[src/hfd_pkg.sv]
// constants and types for the haptic frame decoder
// Operation
// (RULE1) Top bit of each frame byte: 0 marks first byte, 1 marks second byte.
// (RULE2) First-byte gain code gives 0, 6, 12 or 18 dB attenuation.
// (RULE3) Normal timebase codes map to 5.44, 21.76, 43.52, 87.04 ms.
// (RULE4) Fast timebase codes map to 1.36, 5.44, 21.76, 43.52 ms.
// (RULE5) Low three snippet index bits come from the first byte.
// (RULE6) Second-byte repeat field plus one gives the number of passes.
// (RULE7) Without a second byte the snippet plays exactly once.
// (RULE8) Passes after the first restart from the first stored point.
// (RULE9) Frequency-present bit set makes a three-byte frame with low frequency bits.
// (RULE10) Nine-bit frequency code spans 1 to 1024 Hz in 2 Hz steps; the decoder computes 2 * code + 2, giving 2 to 1024 Hz.
// (RULE11) Decoded drive frequency below 25 Hz is raised to 25 Hz.
// (RULE12) Drive frequency is converted to a period and shown for readback.
// (RULE13) Snippet index high bit comes from second byte, else zero.
// (RULE14) Without tracking, a commanded frequency holds until another one arrives.
// (RULE15) Controller sends frequency frames only while resonance tracking is off.
// (RULE16) A first byte with its type flag set raises a memory fault.
// (RULE17) Snippet index zero is a built-in silent point of two timebases.
// (RULE18) Frame bytes are fetched in ascending order; flags decide frame length.
package hfd_pkg;

  // ==========================================================
  // frame byte layout
  localparam int TYPE_BIT = 7;
  localparam int GAIN_MSB = 6;
  localparam int GAIN_LSB = 5;
  localparam int TB_MSB = 4;
  localparam int TB_LSB = 3;
  localparam int IDX_LOW_MSB = 2;
  localparam int REP_MSB = 6;
  localparam int REP_LSB = 3;
  localparam int DRIVE_FREQUENCY_CODE_PRESENT_BIT = 2;
  localparam int DRIVE_FREQUENCY_CODE_MSB_BIT = 1;
  localparam int IDX_HIGH_BIT = 0;

  // ==========================================================
  // timing
  localparam int CLK_PERIOD_NS = 40;
  localparam int TB_UNIT_NS = 1360000;
  localparam int TB_UNIT_CYCLES = (TB_UNIT_NS + CLK_PERIOD_NS - 1) / CLK_PERIOD_NS;
  localparam logic [6:0] TB_MULT_1 = 7'h01;
  localparam logic [6:0] TB_MULT_4 = 7'h04;
  localparam logic [6:0] TB_MULT_16 = 7'h10;
  localparam logic [6:0] TB_MULT_32 = 7'h20;
  localparam logic [6:0] TB_MULT_64 = 7'h40;
  localparam logic [2:0] SILENT_TIMEBASES = 3'h2;

  // ==========================================================
  // gain and frequency
  localparam logic [4:0] ATTEN_STEP_DB = 5'h06;
  localparam logic [10:0] DRIVE_FREQUENCY_CODE_MIN_HZ = 11'h019;
  localparam logic [10:0] DRIVE_FREQUENCY_CODE_STEP_OFFSET_HZ = 11'h002;
  localparam logic [19:0] PERIOD_NUM_US = 20'hf4240;
  localparam logic [8:0] DRIVE_FREQUENCY_CODE_CODE_RESET = 9'h000;
  localparam logic [15:0] PERIOD_RESET = 16'h0000;

  typedef enum logic [2:0] {
    HFD_IDLE,
    HFD_READ,
    HFD_WAIT,
    HFD_PASS
  } hfd_state_t;

endpackage

[src/hfd_period_div.sv]
// serial divider turning drive frequency into period in microseconds
`timescale 1ns/10ps
`default_nettype none
module hfd_period_div
  import hfd_pkg::*;
(
  input wire logic clk,
  input wire logic rst_n,
  input wire logic start,
  input wire logic [10:0] drive_frequency_code_hz,
  output logic busy,
  output logic done,
  output logic [15:0] period
);

  logic [19:0] quot;
  logic [10:0] divisor;
  logic [11:0] rem;
  logic [4:0] count;
  wire [11:0] shifted = {rem[10:0], quot[19]};
  wire sub_ok = shifted >= {1'b0, divisor};
  wire [11:0] next_rem = sub_ok ? shifted - {1'b0, divisor} : shifted;
  wire [19:0] next_quot = {quot[18:0], sub_ok};

  // ==========================================================
  // one quotient bit per cycle, twenty cycles
  always_ff @(posedge clk or negedge rst_n) begin
    if (!rst_n) begin
      busy <= 1'b0;
      done <= 1'b0;
      quot <= 20'h00000;
      rem <= 12'h000;
      divisor <= 11'h001;
      count <= 5'h00;
      period <= PERIOD_RESET;
    end else begin
      done <= 1'b0;
      if (start) begin
        busy <= 1'b1;
        quot <= PERIOD_NUM_US;
        rem <= 12'h000;
        divisor <= drive_frequency_code_hz;
        count <= 5'h14;
      end else if (busy) begin
        quot <= next_quot;
        rem <= next_rem;
        count <= count - 5'h01;
        if (count == 5'h01) begin
          busy <= 1'b0;
          done <= 1'b1;
          period <= next_quot[15:0]; // see (RULE12)
        end
      end
    end
  end

endmodule
`default_nettype wire

[src/hfd_frame_decoder.sv]
// frame command decoder between waveform memory and playback engine
`timescale 1ns/10ps
`default_nettype none
module hfd_frame_decoder
  import hfd_pkg::*;
#(
  parameter int ADDR_W = 7,
  parameter int TB_CYCLES = TB_UNIT_CYCLES
)
(
  input wire logic ref_clk,
  input wire logic rst_n,
  // sequence control
  input wire logic seq_start,
  input wire logic [ADDR_W-1:0] seq_first_addr,
  input wire logic [ADDR_W-1:0] seq_last_addr,
  input wire logic fast_timebase_sel,
  input wire logic resonance_tracking_enable,
  output logic seq_busy,
  output logic seq_done,
  output logic mem_fault,
  // waveform memory
  output logic mem_rd_en,
  output logic [ADDR_W-1:0] mem_addr,
  input wire logic mem_rd_valid,
  input wire logic [7:0] mem_rd_data,
  // playback engine, one command per pass
  output logic pass_valid,
  input wire logic pass_ready,
  output logic [3:0] snippet_index,
  output logic silent_snippet,
  output logic [2:0] silent_timebases,
  output logic [1:0] gain_code,
  output logic [4:0] atten_db,
  output logic [1:0] timebase_code,
  output logic [21:0] timebase_cycles,
  output logic [3:0] repeat_count,
  output logic [3:0] pass_number,
  output logic restart_from_first,
  output logic last_pass,
  // drive frequency
  output logic [8:0] drive_frequency_code,
  output logic drive_frequency_code_commanded,
  output logic drive_frequency_code_hold,
  output logic drive_frequency_code_update,
  output logic [15:0] active_period_readback,
  output logic period_busy
);

  // ==========================================================
  // reset release
  logic rst_meta;
  logic rst_sync_n;
  always_ff @(posedge ref_clk or negedge rst_n) begin
    if (!rst_n) begin
      rst_meta <= 1'b0;
      rst_sync_n <= 1'b0;
    end else begin
      rst_meta <= 1'b1;
      rst_sync_n <= rst_meta;
    end
  end

  // ==========================================================
  // frame byte fields
  hfd_state_t state;
  hfd_state_t next_state;
  logic [1:0] stage;
  logic [7:0] byte1;
  logic [7:0] byte2;
  logic have_byte2;

  wire byte_is_second = mem_rd_data[TYPE_BIT]; // see (RULE1)
  wire first_bad = (stage == 2'h0) && byte_is_second; // see (RULE16)
  wire at_last = (mem_addr == seq_last_addr);
  wire second_ok = (stage == 2'h1) && byte_is_second;
  wire want_third = second_ok && mem_rd_data[DRIVE_FREQUENCY_CODE_PRESENT_BIT]; // see (RULE9)
  wire commit_now = mem_rd_valid && (state == HFD_WAIT) && (
    (stage == 2'h0 && !byte_is_second && at_last) ||
    (stage == 2'h1 && !byte_is_second) ||
    (second_ok && (!want_third || at_last)) ||
    (stage == 2'h2)); // see (RULE18)
  wire consume = !(stage == 2'h1 && !byte_is_second);
  wire seq_end_after = at_last || !consume ? at_last : 1'b0;

  wire [3:0] dec_repeat = have_byte2 ? byte2[REP_MSB:REP_LSB] : 4'h0; // see (RULE6) (RULE7)
  wire dec_idx_high = have_byte2 ? byte2[IDX_HIGH_BIT] : 1'b0; // see (RULE13)
  wire [3:0] dec_index = {dec_idx_high, byte1[IDX_LOW_MSB:0]}; // see (RULE5)
  wire [1:0] dec_tb = byte1[TB_MSB:TB_LSB];
  wire [1:0] dec_gain = byte1[GAIN_MSB:GAIN_LSB];

  // rebuild the latched fields from the byte just read, where it finishes the frame
  wire [7:0] fin_b1 = (stage == 2'h0) ? mem_rd_data : byte1;
  wire fin_has2 = (stage == 2'h1) ? second_ok : have_byte2;
  wire [7:0] fin_b2 = second_ok ? mem_rd_data : byte2;
  wire fin_drive_frequency_code = (stage == 2'h2);
  wire [8:0] fin_code = {byte2[DRIVE_FREQUENCY_CODE_MSB_BIT], mem_rd_data};

  // timebase multiplier in units of the shortest timebase
  logic [6:0] tb_mult;
  always_comb begin
    case ({fast_timebase_sel, fin_b1[TB_MSB:TB_LSB]})
      3'h0: tb_mult = TB_MULT_4; // see (RULE3)
      3'h1: tb_mult = TB_MULT_16;
      3'h2: tb_mult = TB_MULT_32;
      3'h3: tb_mult = TB_MULT_64;
      3'h4: tb_mult = TB_MULT_1; // see (RULE4)
      3'h5: tb_mult = TB_MULT_4;
      3'h6: tb_mult = TB_MULT_16;
      3'h7: tb_mult = TB_MULT_32;
      default: tb_mult = TB_MULT_4;
    endcase
  end
  wire [21:0] tb_len = 22'(TB_CYCLES) * {15'h0000, tb_mult};

  // ==========================================================
  // frequency decode
  wire [10:0] drive_frequency_code_raw_hz = {1'b0, fin_code, 1'b0} + DRIVE_FREQUENCY_CODE_STEP_OFFSET_HZ; // see (RULE10)
  wire [10:0] drive_frequency_code_hz = (drive_frequency_code_raw_hz < DRIVE_FREQUENCY_CODE_MIN_HZ) ? DRIVE_FREQUENCY_CODE_MIN_HZ : drive_frequency_code_raw_hz; // see (RULE11)
  wire drive_frequency_code_load = commit_now && fin_drive_frequency_code;

  hfd_period_div u_div (
    .clk(ref_clk),
    .rst_n(rst_sync_n),
    .start(drive_frequency_code_load),
    .drive_frequency_code_hz(drive_frequency_code_hz),
    .busy(period_busy),
    .done(),
    .period(active_period_readback)
  );

  // ==========================================================
  // sequencing
  wire pass_take = (state == HFD_PASS) && pass_ready;
  wire passes_over = (pass_number == repeat_count);
  logic seq_ended;

  always_comb begin
    next_state = state;
    case (state)
      HFD_IDLE: begin
        if (seq_start) begin
          next_state = HFD_READ;
        end
      end
      HFD_READ: begin
        next_state = HFD_WAIT;
      end
      HFD_WAIT: begin
        if (mem_rd_valid) begin
          if (commit_now) begin
            next_state = HFD_PASS;
          end else if (at_last && consume) begin
            next_state = HFD_IDLE;
          end else begin
            next_state = HFD_READ;
          end
        end
      end
      HFD_PASS: begin
        if (pass_take && passes_over) begin
          next_state = seq_ended ? HFD_IDLE : HFD_READ;
        end
      end
      default: next_state = HFD_IDLE;
    endcase
  end

  assign mem_rd_en = (state == HFD_READ);
  assign pass_valid = (state == HFD_PASS);
  assign seq_busy = (state != HFD_IDLE);

  always_ff @(posedge ref_clk or negedge rst_sync_n) begin
    if (!rst_sync_n) begin
      state <= HFD_IDLE;
    end else begin
      state <= next_state;
    end
  end

  // byte collection and address walk
  always_ff @(posedge ref_clk or negedge rst_sync_n) begin
    if (!rst_sync_n) begin
      stage <= 2'h0;
      byte1 <= 8'h00;
      byte2 <= 8'h00;
      have_byte2 <= 1'b0;
      mem_addr <= '0;
      seq_ended <= 1'b0;
    end else if (state == HFD_IDLE && seq_start) begin
      stage <= 2'h0;
      have_byte2 <= 1'b0;
      mem_addr <= seq_first_addr;
      seq_ended <= 1'b0;
    end else if (state == HFD_WAIT && mem_rd_valid) begin
      if (consume && !at_last) begin
        mem_addr <= mem_addr + 1'b1;
      end
      seq_ended <= consume && at_last;
      if (commit_now) begin
        // a first byte that closed the frame is fetched again as a fresh frame start
        stage <= 2'h0;
        have_byte2 <= 1'b0;
      end else if (stage == 2'h0) begin
        if (!first_bad) begin
          byte1 <= mem_rd_data;
          stage <= 2'h1;
        end
      end else if (second_ok) begin
        byte2 <= mem_rd_data;
        have_byte2 <= 1'b1;
        stage <= 2'h2;
      end
    end
  end

  // ==========================================================
  // pass command registers
  always_ff @(posedge ref_clk or negedge rst_sync_n) begin
    if (!rst_sync_n) begin
      snippet_index <= 4'h0;
      silent_snippet <= 1'b0;
      silent_timebases <= 3'h0;
      gain_code <= 2'h0;
      atten_db <= 5'h00;
      timebase_code <= 2'h0;
      timebase_cycles <= 22'h000000;
      repeat_count <= 4'h0;
      pass_number <= 4'h0;
      restart_from_first <= 1'b0;
      last_pass <= 1'b0;
    end else if (commit_now) begin
      snippet_index <= {fin_has2 ? fin_b2[IDX_HIGH_BIT] : 1'b0,
                        fin_b1[IDX_LOW_MSB:0]}; // see (RULE5) (RULE13)
      silent_snippet <= !(fin_has2 && fin_b2[IDX_HIGH_BIT]) &&
                        (fin_b1[IDX_LOW_MSB:0] == 3'h0); // see (RULE17)
      silent_timebases <= SILENT_TIMEBASES; // see (RULE17)
      gain_code <= fin_b1[GAIN_MSB:GAIN_LSB];
      atten_db <= 5'(fin_b1[GAIN_MSB:GAIN_LSB] * ATTEN_STEP_DB); // see (RULE2)
      timebase_code <= fin_b1[TB_MSB:TB_LSB];
      timebase_cycles <= tb_len; // see (RULE3) (RULE4)
      repeat_count <= fin_has2 ? fin_b2[REP_MSB:REP_LSB] : 4'h0; // see (RULE6) (RULE7)
      pass_number <= 4'h0;
      restart_from_first <= 1'b0;
      last_pass <= !(fin_has2 && fin_b2[REP_MSB:REP_LSB] != 4'h0);
    end else if (pass_take && !passes_over) begin
      pass_number <= pass_number + 4'h1;
      restart_from_first <= 1'b1; // see (RULE8)
      last_pass <= (pass_number + 4'h1 == repeat_count);
    end
  end

  // ==========================================================
  // events and held frequency
  always_ff @(posedge ref_clk or negedge rst_sync_n) begin
    if (!rst_sync_n) begin
      mem_fault <= 1'b0;
      seq_done <= 1'b0;
      drive_frequency_code_update <= 1'b0;
      drive_frequency_code <= DRIVE_FREQUENCY_CODE_CODE_RESET;
      drive_frequency_code_commanded <= 1'b0;
    end else begin
      mem_fault <= (state == HFD_WAIT) && mem_rd_valid && first_bad; // see (RULE16)
      seq_done <= ((state == HFD_PASS) && pass_take && passes_over && seq_ended) ||
                  ((state == HFD_WAIT) && mem_rd_valid && !commit_now && at_last && consume);
      drive_frequency_code_update <= drive_frequency_code_load;
      if (drive_frequency_code_load) begin
        drive_frequency_code <= fin_code; // see (RULE14)
        drive_frequency_code_commanded <= 1'b1;
      end
    end
  end

  // commanded frequency stays in force only while tracking is off
  assign drive_frequency_code_hold = drive_frequency_code_commanded && !resonance_tracking_enable; // see (RULE14) (RULE15)

endmodule
`default_nettype wire

[config.mk]
export PLATFORM = sky130hd
export DESIGN_NAME = hfd_frame_decoder
export DESIGN_NICKNAME = d
export VERILOG_FILES = /design/src/hfd_pkg.sv /design/src/hfd_period_div.sv /design/src/hfd_frame_decoder.sv
export SDC_FILE = /design/constraint.sdc
export NUM_CORES = 1
export LEC_CHECK = 0
export ABC_AREA = 1
export BUFFER_PORTS_ARGS = -buffer_cell sky130_fd_sc_hd__buf_2
export CAP_MARGIN = 10
export CORE_ASPECT_RATIO = 1.2
export CORE_MARGIN = 10
export CORE_UTILIZATION = 57
export CTS_CLUSTER_SIZE = 8
export DETAILED_ROUTE_END_ITERATION = 10
export PLACE_DENSITY = 0.8
export SYNTH_ARGS = -nofsm -noshare
export SYNTH_HDL_FRONTEND = slang
export SYNTH_SLANG_ARGS = --single-unit
[constraint.sdc]
create_clock -name ref_clk -period 4.82 [get_ports ref_clk]
set_input_delay 0.964 -clock ref_clk [delete_from_list [all_inputs] [get_ports ref_clk]]
set_output_delay 0.964 -clock ref_clk [all_outputs]
set_load 0.05 [all_outputs]
==> results of run 1 <==
[kinds of logic after synthesis]
group | after synthesis
AOI/OAI and AO/OA | 172
xor gates and xnor gates | 28
adders and majority gates | 43
buffers and inverters | 149
DFF | 145
muxes | 1
other | 2
and+or+nand+nor | 342
[stage by stage]
step / worst slack (ns) / instance area (um^2) / power [mW]
5_1_grt: 0.419 / 8620 / 7.51
6_report: 0.711 / 8620 / 6.94
2_1_floorplan: 0.483 / 7500 / 4.96
4_1_cts: 0.732 / 8620 / 6.99
3_3_place_gp: 0.369 / 8100 / 5.69
3_5_place_dp: 0.278 / 8100 / 5.78
[worst paths after layout]
kind,to,slack [ns],depth (start not counted),start
worst max register to register,timebase_cycles[16],0.80,20,stage[1]
worst min register to register,rst_sync_n,0.35,0,rst_meta
min in group ref_clk,rst_sync_n,0.35,0,rst_meta
worst max-delay path,timebase_cycles[16],0.71,19,mem_rd_data[3]
worst min-delay path,rst_sync_n,0.31,1,rst_n
max in group asynchronous,timebase_code[1],3.33,1,rst_sync_n
[power breakdown]
part           leakage [nW]  internal (mW)  switching (mW)
combinational          2.61           1.11            2.60
clock                 0.248          0.671           0.489
sequential             1.79           1.73           0.334
total                  4.65           3.52            3.42
[layout make-up]
cell class                      instances  area [um^2]
Timing Repair Buffer                  118          611
Tap cell                              164          205
Fill cell                            1078         4100
Clock buffer                           19          453
Inverter                              114          428
Antenna cell                            1         2.50
Multi-Input combinational cell        596         3220
Sequential cell                       145         3630
Clock inverter                         11         67.6
[per-layer routing]
layer / vias up / share of wire
met2: 119 / 0.54
met5: - / 0
met4: 0 / 0.015
met1: 2924 / 0.40
met3: 21 / 0.043
li1: 3043 / -
[critical path, delay by kind of cell]
kind,cells,cell delay [ns]
AOI/OAI and AO/OA,5,0.90
xor gates and xnor gates,1,0.15
adders and majority gates,4,1.31
buffers and inverters,5,0.56
and+or+nand+nor,4,0.51
[sequential cells by signal, summed over array words and instances (netlist names), 3 cells and up]
name,flops
u_div.quot,20
timebase_cycles,17
u_div.period,16
u_div.divisor,11
u_div.rem,11
drive_frequency_code,9
byte1,7
mem_addr,7
byte2,6
u_div.count,5
pass_number,4
repeat_count,4
snippet_index,4
atten_db,3
[cells in the final DEF, fill, tap and decap left out, types with 2 or more instances in the layout]
cell type and n:
nand2_1 227, dfrtp_1 143, buf_2 110, inv_1 107, o21ai_0 94, nor2_1 52, ha_1 40, nand3_1 33
a21oi_1 18, o22ai_1 18, xor2_1 17, clkbuf_16 17, xnor2_1 11, conb_1 10, o21ai_1 8, nor3_1 8
buf_4 8, nor2_2 7, a31oi_1 7, a22oi_1 7, inv_2 6, clkinv_2 6, nand2_2 5, o211ai_1 5
clkinvlp_4 5, nand3b_1 3, o31ai_1 3, fa_1 3, o21a_1 2, o21bai_1 2, nand4_1 2, a21o_1 2
clkbuf_8 2
==> summary.txt, run 1 <==
Timing
  – Fin Setup TNS: 0 ns
  – Tcrit/Tclk final: 0.852
  – RSZ-0062 raised after global routing: false
  – Slew Viols, Final: 0
  – Worst hold slack: 0.314 ns
  – Worst-Margin Slew: 0.810 ns
  – Setup violations, final: 0
  – Final Skew: ~0.022 ns
  – Max Clk Rate: 243 MHz
  – Hold Vio Cnt, Final: 0
  – Final min period: 4.11 ns
  – Worst slew margin: 0.460

Global route
  – Largest net degree at the start of global routing: 64
  – GR Util met3: 0.0455
  – Grt peak-use layer: met2
  – Met2 Track Usage GR: 0.353
  – First-pass GRT wire length: about 30 mm
  – Met1 GRT Util: 0.214
  – Antenna violations before repair: 1
  – Number of global-route vias before repair: around 6200
  – Total congestion overflow: 0
  – Total Routing Usage GR: 0.193

Synth
  – Most instantiated cells after synthesis: nand2_1, dfrtp_1, inv_1, o21ai_0, nor2_1
  – Post-Synth Adder-Cell Area: 0.0751
  – Post-synthesis mux area share: 0.00151
  – Unique masters post-synth: 45
  – Top cell type's share of synthesized area: 0.483
  – Combinational family with the most area after synthesis: simple AND/OR/NAND/NOR gates
  – Synth Area in Compound Gates: 0.130
  – FF+latch count, synth: 145
  – Area leader, netlist: dfrtp_1
  – Mapped cell area: 7470 um^2
  – Count leader, synth: nand2_1
  – Synth area leaders: dfrtp_1, nand2_1, ha_1
  – Gate Count Post-Synth: 882
  – Post-synth EDFFs: 0
  – Sequential share of the synthesized area: 0.486
  – Post-synth ARST share: 1.00
  – Mean Syn Cell Area: 8.47 um^2
  – Ys flop type: dfrtp_1
  – Ys Warns: 0
  – Post-Synth Simple-Gate Area: 0.187
  – Xor and xnor area share after synthesis: 0.0328

Route
  – Drt first pass iters: 5
  – Final ANT Viol Nets: 0
  – Final WL: 17.4 mm
  – Via density: 5.23
  – Iter 0 DRT Violations: 373
  – Wirelength per Cell: 14.9 um
  – Via count: 6107
  – DRC viols: 0

Critical path
  – CP Max Fanout: 5
  – Required @ worst endpoint: 5.10 ns
  – Worst path slowest cell: fa_1
  – CP peak stage delay: 0.46 ns
  – Arrival time worst endpoint: 4.39 ns
  – CP Launch Type: input port
  – Critical Path, Cell by Cell: buf_2, inv_1, o21ai_1, nor2_1, inv_1, nand2_1, nor2_1, buf_4, ha_1, fa_1, ha_1, ha_1, a21oi_1, nor2_1, a21oi_1, inv_1, a21oi_1, xor2_1, o21ai_0
  – Critical path endpoint category: flop
  – Kind of critical path: input port to flop

Placed design
  – Hpwl dp: 12.7 mm
  – Final Wtd Congestion: 0.851
  – Cells after DPL: 1137
  – I/O Buffers: 110

Run
  – Max-cap viol count: 0

Clock tree
  – Root Buffer: clkbuf_16
  – CTS H-Tree Depth: 4
  – CTS buffer count: 17
  – CTS hold repair buffers: 0
  – Clock Tree Buf Depth: 2
  – Post-CTS sizing: 0
  – Clk_lat worst skew: 0.42 ns
  – Reg clk slew, reported paths: 0.06 ns
  – Clock sink count: 145
  – CTS tree: built
  – Post-CTS Setup Bufs: 0

Layout
  – Final non-filler cell total: ~1200
  – Synth-to-layout area growth: 15.5%
  – Nets: 1064
  – Core Util, Final: 0.678
  – Ratio of cells with drive above 1 in the final layout: 0.173

Die
  – Die Ht: about 150 um
  – Initial Util: 0.587
  – Die ar.: 18100 um^2
  – I/O pins: approximately 120
  – Die W: 124 um
  – Std-Cell Rows: 45
  – Core Area: ~13000 um^2

Worst hold path
  – Hold WC Path Type: input port to async pin

Outcome
  – Status: finished clean

Pwr
  – Pwr Density: 805 nW/um^2
  – Max IR drop VDD: about 400 uV
  – Pleak: between 4 and 5 nW
No activity file was read; power rests on OpenSTA's default activity.
==> run 2: changes to the inputs <==
--- a/config.mk
+++ b/config.mk
@@ -10,10 +10,11 @@
 export CAP_MARGIN = 10
 export CORE_ASPECT_RATIO = 1.2
 export CORE_MARGIN = 10
-export CORE_UTILIZATION = 57
+export CORE_UTILIZATION = 58
 export CTS_CLUSTER_SIZE = 8
 export DETAILED_ROUTE_END_ITERATION = 10
-export PLACE_DENSITY = 0.8
+export PLACE_DENSITY = 0.85
 export SYNTH_ARGS = -nofsm -noshare
 export SYNTH_HDL_FRONTEND = slang
+export SYNTH_HIERARCHICAL = 1
 export SYNTH_SLANG_ARGS = --single-unit
==> run 2 against run 1 <==
Compared with the run above:
- synthesized area is 4.7% higher
- sequential share of layout area is 2.0 points lower
- global-route usage is 1.2 points higher
- count of clock-buffer cells in the layout is 2 lower
- clock power is 18% higher
- cell area is 5.0% higher
- via count is 9.7% higher
- critical endpoint is now timebase_cycles[16]
- flip-flop and latch count stayed put
- non-clock buffer count is 1 lower
- register-to-register slack worse by 0.33 ns
==> summary.txt, run 2 <==
Layout
  – Nets: 1141 (+7.2%)
  – Register with the most flip-flops: u_div/quot
  – Commonest non-fill, non-tap cells in the layout: nand2_1, dfrtp_1, inv_1, buf_2, o21ai_0
  – Regs by FF count: u_div/quot: 20 flops, timebase_cycles: 17 flops, u_div/period: 16 flops
  – # diodes: 0 (-1)
  – Most common cell after layout, fill and taps aside: nand2_1
  – Synth-to-layout area growth: 15.8%
  – Ratio of cells with drive above 1 in the final layout: 0.177 (+0.00305)
  – Number of flip-flops in the largest register: 20 (unchanged)

Die
  – Die ar.: 18500 um^2 (+2.4%)
  – Die Ht: 147 um (+1.2%)
  – Core Area: 13200 um^2 (+4.0%)
  – Std-Cell Rows: 46 (+2.2%)
  – Initial Util: 0.590 (+0.00363)
  – I/O pins: 119 (unchanged)
  – Die W: 126 um (+1.2%)

Timing
  – Final Skew: 0.0124 ns (-0.00938 ns)
  – RSZ-0062 raised after global routing: false
  – Final min period: 4.35 ns (+0.239 ns)
  – Tcrit/Tclk final: 0.902 (+0.0495)
  – Final setup margin: 0.472 ns (-0.239 ns)
  – Worst slew margin: 0.415 (-0.0449)
  – Max Clk Rate: 230 MHz (-5.5%)
  – Setup violations, final: 0 (unchanged)
  – Slew Viols, Final: 0 (unchanged)
  – Worst-Margin Slew: 0.872 ns (+0.0615 ns)
  – Hold Vio Cnt, Final: 0 (unchanged)
  – Fin Setup TNS: 0 ns (unchanged)

Route
  – Via count: 6698 (+9.7%)
  – Drt first pass iters: 7 (+2)
  – DRC viols: 0 (unchanged)
  – Wirelength per Cell: 15.1 um (+1.2%)
  – Final ANT Viol Nets: 0 (unchanged)
  – Via density: 5.36 (+2.5%)
  – Iter 0 DRT Violations: 470 (+26%)
  – Final WL: 18.9 mm (+8.3%)

Clock tree
  – CTS buffer count: 17 (unchanged)
  – CTS H-Tree Depth: 4 (unchanged)
  – Clock sink count: 145 (unchanged)
  – Clock Tree Buf Depth: 2 (unchanged)
  – Post-CTS sizing: 0 (unchanged)
  – Post-CTS Setup Bufs: 0 (unchanged)
  – CTS tree: built
  – Reg clk slew, reported paths: 0.06 ns (about the same)
  – Clk_lat worst skew: 0.42 ns (about the same)
  – Root Buffer: clkbuf_16
  – CTS hold repair buffers: 0 (unchanged)

Pwr
  – Post-layout power: 7.40 mW (+6.7%)
  – Max IR drop VDD: 529 uV (+30%)
  – Pwr Density: 817 nW/um^2 (+1.6%)
  – Pleak: 5.02 nW (+8.0%)

Global route
  – Largest net degree at the start of global routing: 61 (-4.7%)
  – Total Routing Usage GR: 0.205 (+0.0119)
  – First-pass GRT wire length: 31.8 mm (+7.3%)
  – Antenna violations before repair: 0 (-1)
  – Number of global-route vias before repair: 6627 (+6.7%)
  – Total congestion overflow: 0 (unchanged)

Placed design
  – I/O Buffers: 110 (unchanged)
  – Hpwl dp: 13.6 mm (+6.8%)
  – Dpl ws: 0.256 ns (-0.0223 ns)
  – Final Wtd Congestion: 0.909 (+6.9%)

Synth
  – Ys Warns: 6 (+6)
  – Mean Syn Cell Area: 8.14 um^2 (-3.8%)
  – Mapped cell area: 7820 um^2 (+4.7%)
  – Gate Count Post-Synth: 960 (+8.8%)

Outcome
  – Status: finished clean

Critical path
  – Critical path endpoint category: flop
  – CP Max Fanout: 5 (unchanged)
  – Kind of critical path: flop to flop
  – Required @ worst endpoint: 5.10 ns (about the same)
  – Arrival time worst endpoint: 4.62 ns (+0.23 ns)
  – CP Launch Type: flop

Run
  – Max-cap viol count: 0 (unchanged)

Worst hold path
  – Hold WC Path Type: input port to async pin
==> run 2: worst max-delay path, cell delays in order, from the launching register on <==
cell and delay (ns):
dfrtp_1 0.41, nor2_1 0.28, nand2_1 0.10, o21ai_0 0.12, inv_1 0.08, nor2_1 0.22
inv_1 0.10, nor2_1 0.32, ha_1 0.31, inv_1 0.10, fa_1 0.43, inv_1 0.10
ha_1 0.25, ha_1 0.32, a21oi_1 0.26, nor2_1 0.11, a21oi_1 0.21, inv_1 0.06
a21oi_1 0.16, xor2_1 0.17, o21ai_0 0.09
==> run 2: power by group <==
part / total [mW] / switching, mW / internal [mW] / leakage [nW]
Clock: 1.37 / 0.575 / 0.790 / 0.299
Sequential: 2.08 / 0.344 / 1.74 / 1.80
Combinational: 3.95 / 2.80 / 1.15 / 2.93
Total: 7.40 / 3.72 / 3.68 / 5.02
==> run 2: per-layer routing <==
| metal | share of wire | global-route usage | vias up |
|---|---|---|---|
| met4 | 0.028 | 0.0838 | 0 |
| met5 | 0 | 0 | - |
| met2 | 0.51 | 0.361 | 222 |
| met3 | 0.055 | 0.0511 | 51 |
| li1 | - | - | 3251 |
| met1 | 0.40 | 0.229 | 3174 |
==> run 2: cell type report <==
type	count	area (um^2)
tap	168	210
clock buffer	17	425
inverter	144	543
sequential	145	3630
timing repair buffer	117	603
fill	1039	4180
clock inverter	15	193
multi-input combinational	644	3450
==> run 2: per-stage QoR <==
| stage | std cells | utilization | hold WS, ns | instance area (um^2) |
|---|---|---|---|---|
| final | 1250 | 0.684 | 0.323 | 9050 |
| after global routing | 1250 | 0.684 | 0.308 | 9050 |
| after CTS | 1250 | 0.684 | 0.306 | 9050 |
| after detailed placement | 1218 | 0.637 | 0.341 | 8440 |
| after global placement | 1218 | 0.637 | 0.336 | 8440 |
| after floorplan | 968 | - | 0.331 | 7850 |
==> run 2: worst paths after layout <==
kind                                  from  depth (start not counted)  slack, ns                       to
worst min register to register    rst_meta                          0       0.36               rst_sync_n
max in group asynchronous       rst_sync_n                          1       3.39  drive_frequency_code[2]
min in group ref_clk              rst_meta                          0       0.36               rst_sync_n
worst max register to register    stage[1]                         20       0.47      timebase_cycles[16]
worst min-delay path                 rst_n                          1       0.32               rst_sync_n
worst max-delay path              stage[1]                         20       0.47      timebase_cycles[16]
